==> src/verilog/uart_ctl_pkg.sv <==
// Constants shared by the serial control block and its baud rate generator.
package uart_ctl_pkg;
   // -------------------------------------------------------------------------
   // Register byte addresses
   // -------------------------------------------------------------------------
   localparam logic [7:0] ADDR_CONTROL_A = 8'h00;
   localparam logic [7:0] ADDR_CONTROL_B = 8'h04;
   localparam logic [7:0] ADDR_DIVISOR = 8'h08;
   localparam logic [7:0] ADDR_STATUS = 8'h0C;
   // -------------------------------------------------------------------------
   // Control A fields
   // -------------------------------------------------------------------------
   localparam int A_MASTER = 7;
   localparam int A_NINE_BIT = 6;
   localparam int A_PARITY_ON = 5;
   localparam int A_PARITY_ODD = 4;
   localparam int A_TWO_STOP = 3;
   localparam int A_BREAK = 2;
   localparam int A_RX_NINTH = 1;
   localparam int A_TX_NINTH = 0;
   // -------------------------------------------------------------------------
   // Control B fields
   // -------------------------------------------------------------------------
   localparam int B_TX_ON = 7;
   localparam int B_RX_ON = 6;
   localparam int B_SPEED = 5;
   localparam int B_ADDR_DET = 4;
   localparam int B_WAKE = 3;
   localparam int B_RX_IE = 2;
   localparam int B_IDLE_IE = 1;
   localparam int B_EMPTY_IE = 0;
   // -------------------------------------------------------------------------
   // Status fields
   // -------------------------------------------------------------------------
   localparam int S_RX_READY = 0;
   localparam int S_OVERRUN = 1;
   localparam int S_FRAMING = 2;
   localparam int S_PARITY = 3;
   localparam int S_NOISE = 4;
   localparam int S_TX_IDLE = 5;
   localparam int S_TX_EMPTY = 6;
   localparam int S_RX_QUIET = 7;
   localparam int S_ADDR_HIT = 8;
   localparam int S_WAKE = 9;
   // -------------------------------------------------------------------------
   // Reset values and timing
   // -------------------------------------------------------------------------
   localparam logic [7:0] RESET_CONTROL_A = 8'h00;
   localparam logic [7:0] RESET_CONTROL_B = 8'h00;
   localparam logic [7:0] RESET_DIVISOR = 8'h00;
   localparam logic [5:0] PRESCALE_LOW_LAST = 6'h3F;
   localparam logic [5:0] PRESCALE_HIGH_LAST = 6'h0F;
endpackage : uart_ctl_pkg
==> src/verilog/baud_timer.sv <==
// Baud rate generator: prescaler plus reloading 8-bit timer.
`timescale 1ns/1ps
module baud_timer (
   input wire logic pclk,
   input wire logic presetn,
   input wire logic run,
   input wire logic high_speed,
   input wire logic [7:0] divisor,
   output logic bit_tick
);
   logic [5:0] pre_count;
   logic [7:0] timer;
   wire logic [5:0] pre_last;
   wire logic pre_tick;
   wire logic timer_wrap;

   // -------------------------------------------------------------------------
   // Prescale selection
   // -------------------------------------------------------------------------
   // Divide by 16 in high speed, else by 64.
   assign pre_last = high_speed ? uart_ctl_pkg::PRESCALE_HIGH_LAST
                                : uart_ctl_pkg::PRESCALE_LOW_LAST;
   assign pre_tick = (pre_count == pre_last);
   assign timer_wrap = pre_tick && (timer == divisor);

   // Both counters restart while stopped, so the first bit after enable is full length.
   always_ff @(posedge pclk or negedge presetn) begin
      if (!presetn) begin
         pre_count <= 6'h00;
         timer <= 8'h00;
         bit_tick <= 1'b0;
      end else if (!run) begin
         pre_count <= 6'h00;
         timer <= 8'h00;
         bit_tick <= 1'b0;
      end else begin
         pre_count <= pre_tick ? 6'h00 : pre_count + 6'h01;
         if (pre_tick) begin
            timer <= timer_wrap ? 8'h00 : timer + 8'h01;
         end
         bit_tick <= timer_wrap;
      end
   end
endmodule : baud_timer

==> src/verilog/uart_ctl.sv <==
// Serial transceiver control: registers, baud, address filter, wake and interrupt.
//
// The implementer's own choices: the APB interface to the registers and the placing of the registers.
`timescale 1ns/1ps
module uart_ctl (
   input wire logic pclk,
   input wire logic presetn,
   input wire logic psel,
   input wire logic penable,
   input wire logic pwrite,
   input wire logic [7:0] paddr,
   input wire logic [31:0] pwdata,
   output logic [31:0] prdata,
   output logic pready,
   output logic pslverr,
   input wire logic rx_pin,
   input wire logic fh_running,
   input wire logic rx_word_valid,
   input wire logic [8:0] rx_word,
   input wire logic rx_ready_clear,
   input wire logic overrun_set,
   input wire logic framing_set,
   input wire logic parity_set,
   input wire logic noise_set,
   input wire logic tx_empty_set,
   input wire logic tx_empty_clear,
   input wire logic tx_busy,
   input wire logic tx_serial,
   input wire logic rx_busy,
   output logic baud_tick,
   output logic tx_pin_out,
   output logic tx_pin_oe,
   output logic rx_pin_owned,
   output logic rx_word_accept,
   output logic datapath_flush,
   output logic nine_bit_select,
   output logic parity_on,
   output logic parity_odd_select,
   output logic two_stop_select,
   output logic break_send,
   output logic tx_ninth_bit,
   output logic wake_request,
   output logic uart_irq
);
   // -------------------------------------------------------------------------
   // Storage
   // -------------------------------------------------------------------------
   logic [7:0] uart_control_a;
   logic [7:0] uart_control_b;
   logic [7:0] baud_divisor_reg;
   logic rx_data_ready, overrun_error, framing_error, parity_error, noise_flag;
   logic tx_idle_flag, tx_buffer_empty, rx_quiet_flag, addr_hit;
   logic rx_meta, rx_sync, rx_prev, fh_meta, fh_sync;

   // -------------------------------------------------------------------------
   // Bus decode
   // -------------------------------------------------------------------------
   // Decode happens in the setup cycle; data is committed at the access edge.
   wire logic bus_setup = psel && !penable;
   wire logic bus_access = psel && penable && pready;
   wire logic hit_a = (paddr == uart_ctl_pkg::ADDR_CONTROL_A);
   wire logic hit_b = (paddr == uart_ctl_pkg::ADDR_CONTROL_B);
   wire logic hit_div = (paddr == uart_ctl_pkg::ADDR_DIVISOR);
   wire logic hit_stat = (paddr == uart_ctl_pkg::ADDR_STATUS);
   wire logic mapped = hit_a || hit_b || hit_div || hit_stat;
   wire logic wr_a = bus_access && pwrite && hit_a;
   wire logic wr_b = bus_access && pwrite && hit_b;
   wire logic wr_div = bus_access && pwrite && hit_div;
   wire logic wr_stat = bus_access && pwrite && hit_stat;
   wire logic master = uart_control_a[uart_ctl_pkg::A_MASTER];
   // A write that leaves the master bit low shuts the block down.
   wire logic shut = wr_a && !pwdata[uart_ctl_pkg::A_MASTER];
   wire logic active = master && !shut;

   // -------------------------------------------------------------------------
   // Status word
   // -------------------------------------------------------------------------
   wire logic [9:0] status_word = {wake_request, addr_hit, rx_quiet_flag, tx_buffer_empty,
                                   tx_idle_flag, noise_flag, parity_error, framing_error,
                                   overrun_error, rx_data_ready};
   wire logic [31:0] read_mux = hit_a ? {24'h000000, uart_control_a} :
                                hit_b ? {24'h000000, uart_control_b} :
                                hit_div ? {24'h000000, baud_divisor_reg} :
                                hit_stat ? {22'h000000, status_word} : 32'h00000000;

   // Zero-wait slave: ready and read data are loaded during the setup cycle.
   always_ff @(posedge pclk or negedge presetn) begin
      if (!presetn) begin
         pready <= 1'b0;
         pslverr <= 1'b0;
         prdata <= 32'h00000000;
      end else begin
         pready <= bus_setup;
         pslverr <= bus_setup && !mapped;
         prdata <= (bus_setup && !pwrite) ? read_mux : 32'h00000000;
      end
   end

   // -------------------------------------------------------------------------
   // Control registers
   // -------------------------------------------------------------------------
   // On shutdown the transmitter, receiver and break bits drop; the rest of control B stays, control A takes the written value except the received ninth bit.
   wire logic [7:0] next_control_a = {pwdata[7:3], pwdata[uart_ctl_pkg::A_BREAK] && pwdata[uart_ctl_pkg::A_MASTER],
                                      uart_control_a[uart_ctl_pkg::A_RX_NINTH], pwdata[uart_ctl_pkg::A_TX_NINTH]};
   wire logic rx_word_accept_c;
   wire logic addr_bit = nine_bit_select ? rx_word[8] : rx_word[7];
   wire logic addr_det = uart_control_b[uart_ctl_pkg::B_ADDR_DET];
   assign rx_word_accept_c = !addr_det || addr_bit;

   always_ff @(posedge pclk or negedge presetn) begin
      if (!presetn) begin
         uart_control_a <= uart_ctl_pkg::RESET_CONTROL_A;
      end else if (wr_a) begin
         uart_control_a <= next_control_a;
      end else if (rx_word_valid && rx_word_accept_c && master) begin
         uart_control_a[uart_ctl_pkg::A_RX_NINTH] <= rx_word[8];
      end
   end

   always_ff @(posedge pclk or negedge presetn) begin
      if (!presetn) begin
         uart_control_b <= uart_ctl_pkg::RESET_CONTROL_B;
      end else if (wr_b) begin
         uart_control_b <= pwdata[7:0];
      end else if (shut) begin
         uart_control_b[uart_ctl_pkg::B_TX_ON] <= 1'b0;
         uart_control_b[uart_ctl_pkg::B_RX_ON] <= 1'b0;
      end
   end

   // Divisor survives disable so a re-enable runs at the same rate.
   always_ff @(posedge pclk or negedge presetn) begin
      if (!presetn) begin
         baud_divisor_reg <= uart_ctl_pkg::RESET_DIVISOR;
      end else if (wr_div) begin
         baud_divisor_reg <= pwdata[7:0];
      end
   end

   // -------------------------------------------------------------------------
   // Baud generator
   // -------------------------------------------------------------------------
   // One tick serves both directions, so they always share the bit rate.
   baud_timer u_baud (
      .pclk(pclk),
      .presetn(presetn),
      .run(master),
      .high_speed(uart_control_b[uart_ctl_pkg::B_SPEED]),
      .divisor(baud_divisor_reg),
      .bit_tick(baud_tick)
   );

   // -------------------------------------------------------------------------
   // Format outputs and pin ownership
   // -------------------------------------------------------------------------
   wire logic tx_own = active && uart_control_b[uart_ctl_pkg::B_TX_ON];
   wire logic rx_own = active && uart_control_b[uart_ctl_pkg::B_RX_ON];

   // Format bits are registered copies so the datapath sees one settled frame shape.
   always_ff @(posedge pclk or negedge presetn) begin
      if (!presetn) begin
         nine_bit_select <= 1'b0;
         parity_on <= 1'b0;
         parity_odd_select <= 1'b0;
         two_stop_select <= 1'b0;
         break_send <= 1'b0;
         tx_ninth_bit <= 1'b0;
         tx_pin_oe <= 1'b0;
         tx_pin_out <= 1'b1;
         rx_pin_owned <= 1'b0;
         datapath_flush <= 1'b1;
      end else begin
         nine_bit_select <= uart_control_a[uart_ctl_pkg::A_NINE_BIT];
         parity_on <= uart_control_a[uart_ctl_pkg::A_PARITY_ON];
         parity_odd_select <= uart_control_a[uart_ctl_pkg::A_PARITY_ODD];
         two_stop_select <= uart_control_a[uart_ctl_pkg::A_TWO_STOP];
         break_send <= uart_control_a[uart_ctl_pkg::A_BREAK] && active;
         tx_ninth_bit <= uart_control_a[uart_ctl_pkg::A_TX_NINTH];
         tx_pin_oe <= tx_own;
         tx_pin_out <= (tx_busy && tx_own) ? tx_serial : 1'b1;
         rx_pin_owned <= rx_own;
         datapath_flush <= !active;
      end
   end

   // -------------------------------------------------------------------------
   // Address filter
   // -------------------------------------------------------------------------
   // Rejected words never reach the ready flag, so they raise nothing.
   always_ff @(posedge pclk or negedge presetn) begin
      if (!presetn) begin
         rx_word_accept <= 1'b0;
      end else begin
         rx_word_accept <= rx_word_valid && rx_own && rx_word_accept_c;
      end
   end

   // -------------------------------------------------------------------------
   // Flags
   // -------------------------------------------------------------------------
   wire logic rx_take = rx_word_valid && rx_own && rx_word_accept_c;
   wire logic addr_take = rx_take && addr_det && addr_bit;
   wire logic idle_cond = tx_buffer_empty && !tx_busy;
   // Hardware sets beat clears arriving in the same cycle, except a disable, which returns every flag but the wake request to its reset value.
   always_ff @(posedge pclk or negedge presetn) begin
      if (!presetn) begin
         rx_data_ready <= 1'b0;
         overrun_error <= 1'b0;
         framing_error <= 1'b0;
         parity_error <= 1'b0;
         noise_flag <= 1'b0;
         tx_buffer_empty <= 1'b1;
         tx_idle_flag <= 1'b1;
         rx_quiet_flag <= 1'b1;
         addr_hit <= 1'b0;
      end else if (!active) begin
         rx_data_ready <= 1'b0;
         overrun_error <= 1'b0;
         framing_error <= 1'b0;
         parity_error <= 1'b0;
         noise_flag <= 1'b0;
         tx_buffer_empty <= 1'b1;
         tx_idle_flag <= 1'b1;
         rx_quiet_flag <= 1'b1;
         addr_hit <= 1'b0;
      end else begin
         rx_data_ready <= rx_take || (rx_data_ready && !rx_ready_clear);
         overrun_error <= overrun_set || (overrun_error && !rx_ready_clear);
         framing_error <= framing_set || (framing_error && !rx_ready_clear);
         parity_error <= parity_set || (parity_error && !rx_ready_clear);
         noise_flag <= noise_set || (noise_flag && !rx_ready_clear);
         tx_buffer_empty <= tx_empty_set || (tx_buffer_empty && !tx_empty_clear);
         tx_idle_flag <= idle_cond || (tx_idle_flag && !tx_empty_clear);
         rx_quiet_flag <= !rx_busy;
         addr_hit <= addr_take || (addr_hit && !(wr_stat && pwdata[uart_ctl_pkg::S_ADDR_HIT]));
      end
   end

   // -------------------------------------------------------------------------
   // Wake detection
   // -------------------------------------------------------------------------
   // Pin and clock-state inputs are asynchronous, so both pass two flip-flops.
   always_ff @(posedge pclk or negedge presetn) begin
      if (!presetn) begin
         rx_meta <= 1'b1;
         rx_sync <= 1'b1;
         rx_prev <= 1'b1;
         fh_meta <= 1'b1;
         fh_sync <= 1'b1;
      end else begin
         rx_meta <= rx_pin;
         rx_sync <= rx_meta;
         rx_prev <= rx_sync;
         fh_meta <= fh_running;
         fh_sync <= fh_meta;
      end
   end

   wire logic wake_en = uart_control_b[uart_ctl_pkg::B_WAKE];
   wire logic rx_fall = rx_prev && !rx_sync;
   wire logic wake_event = rx_fall && wake_en && !fh_sync;

   // Sticky until software writes one to its status bit.
   always_ff @(posedge pclk or negedge presetn) begin
      if (!presetn) begin
         wake_request <= 1'b0;
      end else begin
         wake_request <= wake_event || (wake_request && !(wr_stat && pwdata[uart_ctl_pkg::S_WAKE]));
      end
   end

   // -------------------------------------------------------------------------
   // Interrupt request
   // -------------------------------------------------------------------------
   wire logic rx_ie = uart_control_b[uart_ctl_pkg::B_RX_IE];
   wire logic irq_rx = rx_ie && (rx_data_ready || overrun_error);
   wire logic irq_idle = uart_control_b[uart_ctl_pkg::B_IDLE_IE] && tx_idle_flag;
   wire logic irq_empty = uart_control_b[uart_ctl_pkg::B_EMPTY_IE] && tx_buffer_empty;
   wire logic irq_addr = rx_ie && addr_hit;
   wire logic irq_wake = rx_ie && wake_request;

   // Level request that follows its sources one cycle later.
   always_ff @(posedge pclk or negedge presetn) begin
      if (!presetn) begin
         uart_irq <= 1'b0;
      end else begin
         uart_irq <= irq_rx || irq_idle || irq_empty || irq_addr || irq_wake;
      end
   end

   // -------------------------------------------------------------------------
   // Checks
   // -------------------------------------------------------------------------
   chk_irq_rx_path: assert property (@(posedge pclk) disable iff (!presetn)
      irq_rx |=> uart_irq) else $error("receive condition did not raise interrupt");
   chk_irq_idle_path: assert property (@(posedge pclk) disable iff (!presetn)
      irq_idle |=> uart_irq) else $error("idle condition did not raise interrupt");
   chk_irq_empty_path: assert property (@(posedge pclk) disable iff (!presetn)
      irq_empty |=> uart_irq) else $error("empty condition did not raise interrupt");
   chk_irq_no_cause: assert property (@(posedge pclk) disable iff (!presetn)
      !(irq_rx || irq_idle || irq_empty || irq_addr || irq_wake) |=> !uart_irq)
      else $error("interrupt raised without enabled cause");
   chk_addr_drop: assert property (@(posedge pclk) disable iff (!presetn)
      (rx_word_valid && addr_det && !addr_bit) |=> !rx_word_accept)
      else $error("data word accepted during address detect");
   chk_addr_flag: assert property (@(posedge pclk) disable iff (!presetn)
      (rx_word_valid && rx_own && addr_det && addr_bit) |=> (addr_hit || !master))
      else $error("address word did not set address flag");
   chk_wake_quiet: assert property (@(posedge pclk) disable iff (!presetn)
      (!wake_request && (fh_sync || !wake_en)) |=> !wake_request)
      else $error("wake request while clock runs or wake disabled");
   chk_wake_edge: assert property (@(posedge pclk) disable iff (!presetn)
      ($fell(rx_sync) && wake_en && !fh_sync) |=> wake_request)
      else $error("falling receive edge did not raise wake");
   chk_disable_flags: assert property (@(posedge pclk) disable iff (!presetn)
      shut |=> (tx_idle_flag && tx_buffer_empty && rx_quiet_flag && !rx_data_ready && !overrun_error
                && !uart_control_b[uart_ctl_pkg::B_TX_ON] && !uart_control_b[uart_ctl_pkg::B_RX_ON]))
      else $error("disable left flags or enables wrong");
   chk_pins_owned: assert property (@(posedge pclk) disable iff (!presetn)
      tx_pin_oe |-> $past(master)) else $error("transmit pin driven while disabled");
   chk_idle_high: assert property (@(posedge pclk) disable iff (!presetn)
      (!tx_busy) |=> tx_pin_out) else $error("transmit pin low while idle");
   chk_baud_reset: assert property (@(posedge pclk) disable iff (!presetn)
      !master |=> !baud_tick) else $error("baud tick while disabled");
   chk_flush_on_off: assert property (@(posedge pclk) disable iff (!presetn)
      shut |=> datapath_flush [*2]) else $error("buffer not flushed on disable");

   // Idle flag, pin, break and format checks; the divisor must ride through a shutdown untouched.
   chk_idle_set: assert property (@(posedge pclk) disable iff (!presetn)
      (tx_buffer_empty && !tx_busy) |=> tx_idle_flag) else $error("idle flag not set when empty");
   chk_rx_owner: assert property (@(posedge pclk) disable iff (!presetn)
      rx_pin_owned |-> $past(master && uart_control_b[uart_ctl_pkg::B_RX_ON]))
      else $error("receive pin owned while disabled");
   chk_break_off: assert property (@(posedge pclk) disable iff (!presetn)
      !master |=> !break_send) else $error("break sent while disabled");
   chk_pin_follow: assert property (@(posedge pclk) disable iff (!presetn)
      (tx_busy && tx_own) |=> (tx_pin_out == $past(tx_serial))) else $error("transmit pin lost serial data");
   chk_divisor_kept: assert property (@(posedge pclk) disable iff (!presetn)
      shut |=> $stable(baud_divisor_reg)) else $error("divisor changed by disable");
   chk_format_copy: assert property (@(posedge pclk) disable iff (!presetn)
      nine_bit_select |-> $past(uart_control_a[uart_ctl_pkg::A_NINE_BIT]))
      else $error("frame format not taken from control");
endmodule : uart_ctl

==> config.mk <==
export PLATFORM = sky130hd
export DESIGN_NAME = uart_ctl
export DESIGN_NICKNAME = d
export VERILOG_FILES = /design/src/verilog/uart_ctl_pkg.sv /design/src/verilog/baud_timer.sv /design/src/verilog/uart_ctl.sv
export SDC_FILE = /design/constraint.sdc
export NUM_CORES = 1
export LEC_CHECK = 0
export BUFFER_PORTS_ARGS = -buffer_cell sky130_fd_sc_hd__buf_2
export CAP_MARGIN = 20
export CORE_MARGIN = 8
export CORE_UTILIZATION = 45
export DETAILED_ROUTE_END_ITERATION = 16
export PLACE_DENSITY_LB_ADDON = 0.08
export SLEW_MARGIN = 5
export SYNTH_ARGS = -nofsm -noshare
export SYNTH_HDL_FRONTEND = slang
export SYNTH_SLANG_ARGS = --single-unit
==> constraint.sdc <==
create_clock -name pclk -period 1.75 [get_ports pclk]
set_input_delay 0.2625 -clock pclk [delete_from_list [all_inputs] [get_ports pclk]]
set_output_delay 0.2625 -clock pclk [all_outputs]
set_load 0.02 [all_outputs]
==> run summary, run 1 <==
IO Count - 115
IO buf count - 63
FF+latch area - 0.00196 mm^2
CP max-delay cell - or3b_4
VDD IR max - 0.351 mV
sequential cell area fraction in the yosys report - 55.9%
synth-to-layout area growth - 23.3%
Synth Register Bits - 78
first-pass GRT wire length - 12.8 mm
Buf+Inv Stages, Crit Path - 1
CP max stage delay - 410 ps
Mean Syn Cell Area - 12.1 um^2
Yosys warning count - 0
share of layout cells above drive strength 1 - 39.0%
DP Worst Slack - -199 ps
CTS clk-pin slew, worst paths - 80 ps
Fmax - 596 MHz
row count - 32
number of cells in the finished layout apart from fillers - 497
Post-CTS Setup Inserts - 0
post-synthesis cell type count - 45
P per Cell Area - 792 mW/mm^2
final hold vios - 0
fillcell total - 673
CTS Buf Count - 9
largest net degree at the start of global routing - 43
post-synthesis cell area - 0.00351 mm^2
clk_lat worst skew - 350 ps
CTS H-tree depth - 3
Crit path arrival time - 1910 ps
Final Max Slew Viols - 0
CP endpoint kind - flop
number of flip-flops in the largest register - 10
Final Critical Period - 1680 ps
GRT Total Usage - 14.9%
CP Max Fanout - 5
Top reg by flops - prdata
vias in the first global route - 2,537
Top delay family on crit path - simple AND/OR/NAND/NOR gates
diode count - 0
final WL - 7.77 mm
Root Buffer - clkbuf_8
Setup WS post-layout - 73.0 ps
vias per std cell - 4.82
Async S/R FF share, synth - 100%
placed insts - 478
Routed Antenna Nets - 0
core area - 0.00765 mm^2
Synth Instances - 291
Final GP Congestion - 0.761
Post-synth EDFFs - 0
First-pass DRT Iterations - 4
critical path, cell by cell - and4_4 > nand3_4 > or3b_4 > buf_4 > mux2_4
antenna violations before repair - 0
DP Area - 0.00407 mm^2
clk_skew - 10.4 ps
Min-Delay Path Class - input port to flop
full die area - 0.0109 mm^2
clock sink total - 78
RSZ-0062 raised after global routing - true
Leakage - 2.27 nW
run status - completed
TritonCTS clock tree - yes
Post-synth top flop - dfrtp_1
via count - 2,397
# setup viols final - 0
final net count - 459
Tcrit/Tclk final - 95.8%
buffer depth of the longest clock path - 2
routed wire length per instance - 15.6 um
chip width - 104 um
worst endpoint required time - 1980 ps
HPWL after detailed placement - 5.89 mm
area of the multi-input gates - 0.00140 mm^2
1st-iter DRT viols - 92
critical setup path kind - flop to flop
maxcap violations - 0
drt drc - 0
Starting Density - 45.9%
crit start category - flop
Die Y - 104 um
grt total ovfl - 0
final design area excluding fillers - 0.00433 mm^2
-- final cells by class --
| class | instances | share of cell area [%] |
|---|---|---|
| clock buffer | 11 | 3.50 |
| clock inverter | 5 | 1.33 |
| sequential | 78 | 45.4 |
| multi-input combinational | 195 | 32.2 |
| tap | 102 | 2.95 |
| inverter | 8 | 0.751 |
| timing repair buffer | 98 | 13.9 |
-- synthesized netlist by cell type (2+ instances only) --
master     n  share of area, %
or3b_1     3              0.75
buf_6      3              0.96
xnor2_1    3              0.75
o21ai_0   10               1.4
dfrtp_1   68                48
and4_1     3              0.75
ha_1       2              0.71
and2_1    12               2.1
clkbuf_1   4              0.43
nor4_1     2              0.36
buf_4     22               4.7
and3_1     4              0.71
nor2_1    15               1.6
nand2b_1   3              0.53
a21oi_1   10               1.4
nor2b_1    3              0.53
mux4_2     8               5.1
nor3_1     4              0.57
nand3_1    9               1.3
a22oi_1    6               1.3
dfstp_2   10               7.5
nand2_1   35               3.7
xor2_1    10               2.5
inv_1      7              0.75
o31ai_1    3              0.64
mux2_4    13               5.6
-- per-stage QoR --
stage / total power, mW / TNS, ps / hold WS, ps / utilization (%)
5_1_grt: 3.56 / -11.6 / 33.6 / 56.6
3_3_place_gp: 2.07 / -3930 / 154 / 53.2
4_1_cts: 3.47 / 0 / 22.3 / 56.3
2_1_floorplan: 1.99 / -16.9 / -33.1 / -
6_report: 3.43 / 0 / 38.1 / 56.6
3_5_place_dp: 2.07 / -4900 / 156 / 53.2
-- timing repair --
item / 4_1_cts / 5_1_grt
pin swaps: 0 / 1
cloned: 0 / 0
endpoints found under the setup margin: 7 / 25
gates resized for setup: 1 / 6
hold buffers: 3 / 0
hold endpoints to repair: 18 / 0
-- final timing paths --
check,from,to,slack [ps],depth (start not counted)
worst max-delay path,pready$_DFF_PN0_,baud_divisor_reg[0]$_DFFE_PN0P_,70,5
worst min-delay path,rx_busy,rx_quiet_flag$_DFF_PN1_,40,2
worst max register to register,pready$_DFF_PN0_,baud_divisor_reg[0]$_DFFE_PN0P_,70,5
worst min register to register,fh_meta$_DFF_PN1_,fh_sync$_DFF_PN1_,360,0
max in group asynchronous,presetn,rx_quiet_flag$_DFF_PN1_,830,3
min in group asynchronous,presetn,u_baud.pre_count[5]$_DFF_PN0_,320,2
-- kinds of logic after synthesis --
logic type / synth area share, %
buffers and inverters: 7.20
adder cells (fa/ha/maj): 0.712
flip-flops: 55.9
AO/OA/AOI/OAI: 6.16
XOR/XNOR: 3.24
other: 0.107
AND/OR/NAND/NOR: 15.4
multiplexers: 11.3
-- report_power, final --
| group | switching (mW) | leakage (nW) | internal (mW) |
|---|---|---|---|
| Clock | 0.649 | 0.109 | 0.737 |
| Sequential | 0.00603 | 1.04 | 1.82 |
| Combinational | 0.142 | 1.11 | 0.0750 |
-- metal layers --
layer / track usage, % / share of wire (%)
met5: 0 / 0
met4: 8.07 / 2.1
met3: 3.35 / 5.1
met2: 22.3 / 46
met1: 19.5 / 47
-- cells in the final DEF, fill, tap and decap left out, types with 3 or more instances in the layout --
cell	Yosys	routed
mux4_2	8	8
nand2_1	35	35
nand3_1	9	9
and3_1	4	4
inv_1	7	7
dlygate4sd3_1	0	3
conb_1	1	22
nand2b_1	3	3
a21oi_1	10	10
and2_1	12	12
xor2_1	10	10
nor3_1	4	4
dfrtp_1	68	68
buf_4	22	32
buf_2	1	62
nor2_1	15	15
clkbuf_8	0	11
mux2_4	13	13
a22oi_1	6	6
o21ai_0	10	10
xnor2_1	3	3
dfstp_2	10	10
No activity file was read; power rests on OpenSTA's default activity.
==> run 2: changes to the inputs <==
--- a/config.mk
+++ b/config.mk
@@ -5,12 +5,14 @@
 export SDC_FILE = /design/constraint.sdc
 export NUM_CORES = 1
 export LEC_CHECK = 0
+export ABC_AREA = 1
 export BUFFER_PORTS_ARGS = -buffer_cell sky130_fd_sc_hd__buf_2
 export CAP_MARGIN = 20
 export CORE_MARGIN = 8
 export CORE_UTILIZATION = 45
 export DETAILED_ROUTE_END_ITERATION = 16
 export PLACE_DENSITY_LB_ADDON = 0.08
+export RECOVER_POWER = 25
 export SLEW_MARGIN = 5
 export SYNTH_ARGS = -nofsm -noshare
 export SYNTH_HDL_FRONTEND = slang
==> run 2 against run 1 <==
  * Utilization decreased by 2.4 points
  * Critical path type unchanged
  * Global-route usage increased by 0.21 points
  * Via count increased by 14%
  * Maximum frequency increased by 13%
  * Clock power increased by 10%
  * Largest power group unchanged
  * Total power increased by 3.8%
  * Flip-flop and latch count unchanged
==> run summary, run 2 <==
run status - completed
Sequential Power Share - 51.3%
drt drc - 0
DP Area - 0.00397 mm^2
GRT Total Usage - 15.1%
min-delay src - rx_busy
FF+latch area - 0.00196 mm^2
r2r startpoint - u_baud.pre_count[0]$_DFF_PN0_
Min-Delay Path Class - input port to flop
hold depth - 2
Worst-Margin Slew - 593 ps
1st-iter DRT viols - 192
reg2reg setup slack - 270 ps
Root Buffer - clkbuf_8
Max transition margin - 60.5%
Buf+Inv Stages, Crit Path - 2
P per Cell Area - 845 mW/mm^2
# setup viols final - 0
synth-to-layout area growth - 16.1%
post-synth top area share - 46.9%
setup_tns - 0 ps
Fmax - 675 MHz
CTS Buf Count - 9
Finished Core Util - 54.2%
CTS clk-pin slew, worst paths - 90 ps
VDD IR max - 0.413 mV
Final Max Slew Viols - 0
Post-synth top cells - nand2_1, dfrtp_1, inv_1
commonest non-fill, non-tap cells in the layout - nand2_1, dfrtp_1, buf_2, inv_1, nor2_1
antenna violations before repair - 0
Die Y - 106 um
first-pass GRT wire length - 13.6 mm
number of flip-flops in the largest register - 10
Comb pwr share - 5.6%
Top reg by flops - prdata
IO buf count - 63
share of layout cells above drive strength 1 - 26.8%
maxcap violations - 0
R2R cell count - 10
Crit path arrival time - 1720 ps
clock sink total - 78
Routed Antenna Nets - 0
post-synthesis cell area - 0.00363 mm^2
via count - 2,724
vias per std cell - 4.79
critical path, cell by cell - ha_1 > nand2_1 > nor2_1 > nand2_1 > nor2_4 > inv_2 > nand2_4 > inv_2 > nand2_1 > nand2_1
sequential cell area fraction in the yosys report - 54.2%
Yosys top cell by area - dfrtp_1
TritonCTS clock tree - yes
clk_lat worst skew - 350 ps
overall power - 3.56 mW
critical setup path kind - flop to flop
CP most frequent cell - nand2_1
sw power - 0.832 mW
most common cell after layout, fill and taps aside - nand2_1
post-synthesis cell type count - 37
# resized after CTS - 0
IO Count - 115
most area-consuming cells after synthesis - dfrtp_1, nand2_1, dfstp_2
final WL - 8.17 mm
crit start category - flop
CP endpoint kind - flop
First-pass DRT Iterations - 4
Post-synth EDFFs - 0
Hold Path Sink - rx_quiet_flag$_DFF_PN1_
Async S/R FF share, synth - 100%
clock power share - 43.1%
Synth Register Bits - 78
Top delay family on crit path - simple AND/OR/NAND/NOR gates
final design area excluding fillers - 0.00421 mm^2
routed wire length per instance - 14.4 um
CP Max Fanout - 8
final hold vios - 0
grt total ovfl - 0
Final Critical Period - 1480 ps
fillcell total - 729
CP max stage delay - 390 ps
clk_skew - 11.3 ps
worst endpoint required time - 1990 ps
RSZ-0062 raised after global routing - false
Synth Instances - 390
Tcrit/Tclk final - 84.7%
most frequent cell after synthesis - nand2_1
Mean Syn Cell Area - 9.30 um^2
full die area - 0.0112 mm^2
Pint - 2.73 mW
CTS H-tree depth - 3
Yosys warning count - 0
HPWL after detailed placement - 6.32 mm
CP max-delay cell - dfrtp_1
diode count - 0
buffer depth of the longest clock path - 2
vias in the first global route - 2,722
largest net degree at the start of global routing - 37
row count - 32
Final GP Congestion - 0.854
area of the multi-input gates - 0.00134 mm^2
core area - 0.00777 mm^2
Starting Density - 46.7%
switch share - 23.4%
reg2reg end - u_baud.timer[2]$_DFFE_PN0P_
final net count - 531
Post-synth top flop - dfrtp_1
chip width - 106 um
Leakage - 2.24 nW
run 2: changes by cell type in the layout (fill, tap and decap cells not counted), moves of 6 or more:
cell and delta:
a22oi_1 -6, and2_1 -12, buf_4 -29, inv_1 +33, inv_2 +6, mux2_4 -13, mux4_2 -8, nand2_1 +40
nand2_2 +6, nand3_1 +11, nand4_1 +10, nor2_1 +14, o21ai_1 +18, o21ai_2 +8
run 2: how the worst max path moves through the flow:
stage	from	endpoint	slack, ps	cells past startpoint
floorplan	u_baud.pre_count[0]$_DFF_PN0_	u_baud.timer[2]$_DFFE_PN0P_	370	10
global placement	paddr[7]	prdata[3]$_DFF_PN0_	270	8
detailed placement	paddr[5]	tx_pin_out$_DFF_PN1_	240	8
CTS	u_baud.pre_count[0]$_DFF_PN0_	u_baud.timer[2]$_DFFE_PN0P_	270	10
global route	presetn	baud_divisor_reg[1]$_DFFE_PN0P_	90	3
finish	u_baud.pre_count[0]$_DFF_PN0_	u_baud.timer[2]$_DFFE_PN0P_	270	10
run 2: logic make-up (layout without fill, tap and decap cells):
kind of cell               count (synthesis)  in the layout  synth area share [%]
and+or+nand+nor                          160            160                  21.2
DFF                                       78             78                  54.2
buffers and inverters                     77            133                  11.1
AOI/OAI and AO/OA                         58             58                  9.35
xor gates and xnor gates                  14             14                  3.38
adders and majority gates                  2              2                 0.690
other                                      1             22                 0.103
run 2: final cells by class:
type,instances,share of cell area (%)
Sequential cell,78,46.7
Multi-Input combinational cell,256,31.7
Timing Repair Buffer,70,8.92
Inverter,47,4.22
Clock buffer,10,3.27
Tap cell,102,3.03
Clock inverter,6,2.20
run 2: repair_timing:
action / CTS / global route
endpoints found under the hold margin: 25 / 0
hold buffers: 3 / 0
setup buffers: 0 / 0
run 2: stage by stage:
| step | instances | hold WS, ps | setup slack (ps) |
|---|---|---|---|
| 2_1_floorplan | 411 | -33.1 | 373 |
| 3_3_place_gp | 550 | 190 | 266 |
| 3_5_place_dp | 550 | 191 | 238 |
| 4_1_cts | 569 | 29.3 | 266 |
| 5_1_grt | 569 | 24.7 | 87.0 |
| 6_report | 569 | 43.6 | 268 |
run 2: worst register-to-register path, stage by stage, from the launching register on:
cell and delay (ps):
dfrtp_1 390, ha_1 200, nand2_1 60, nor2_1 160
nand2_1 110, nor2_4 110, inv_2 60, nand2_4 100
inv_2 80, nand2_1 60, nand2_1 50
run 2: routing by layer:
metal  part of all wire (%)  track usage, %  vias to the layer above
met3                    6.1            3.90                       11
li1                       -               -                     1355
met2                     43            21.3                       76
met1                     50            21.8                     1282
met4                    1.2            5.13                        0
met5                      0               0                        -
run 2: power groups by stage:
stage | combinational (mW) | sequential, mW | clock (mW)
after floorplan | 0.128 | 1.86 | 0
final | 0.200 | 1.83 | 1.53
after global placement | 0.199 | 1.86 | 0
after global routing | 0.226 | 1.83 | 1.67
after CTS | 0.207 | 1.83 | 1.57
after detailed placement | 0.201 | 1.86 | 0
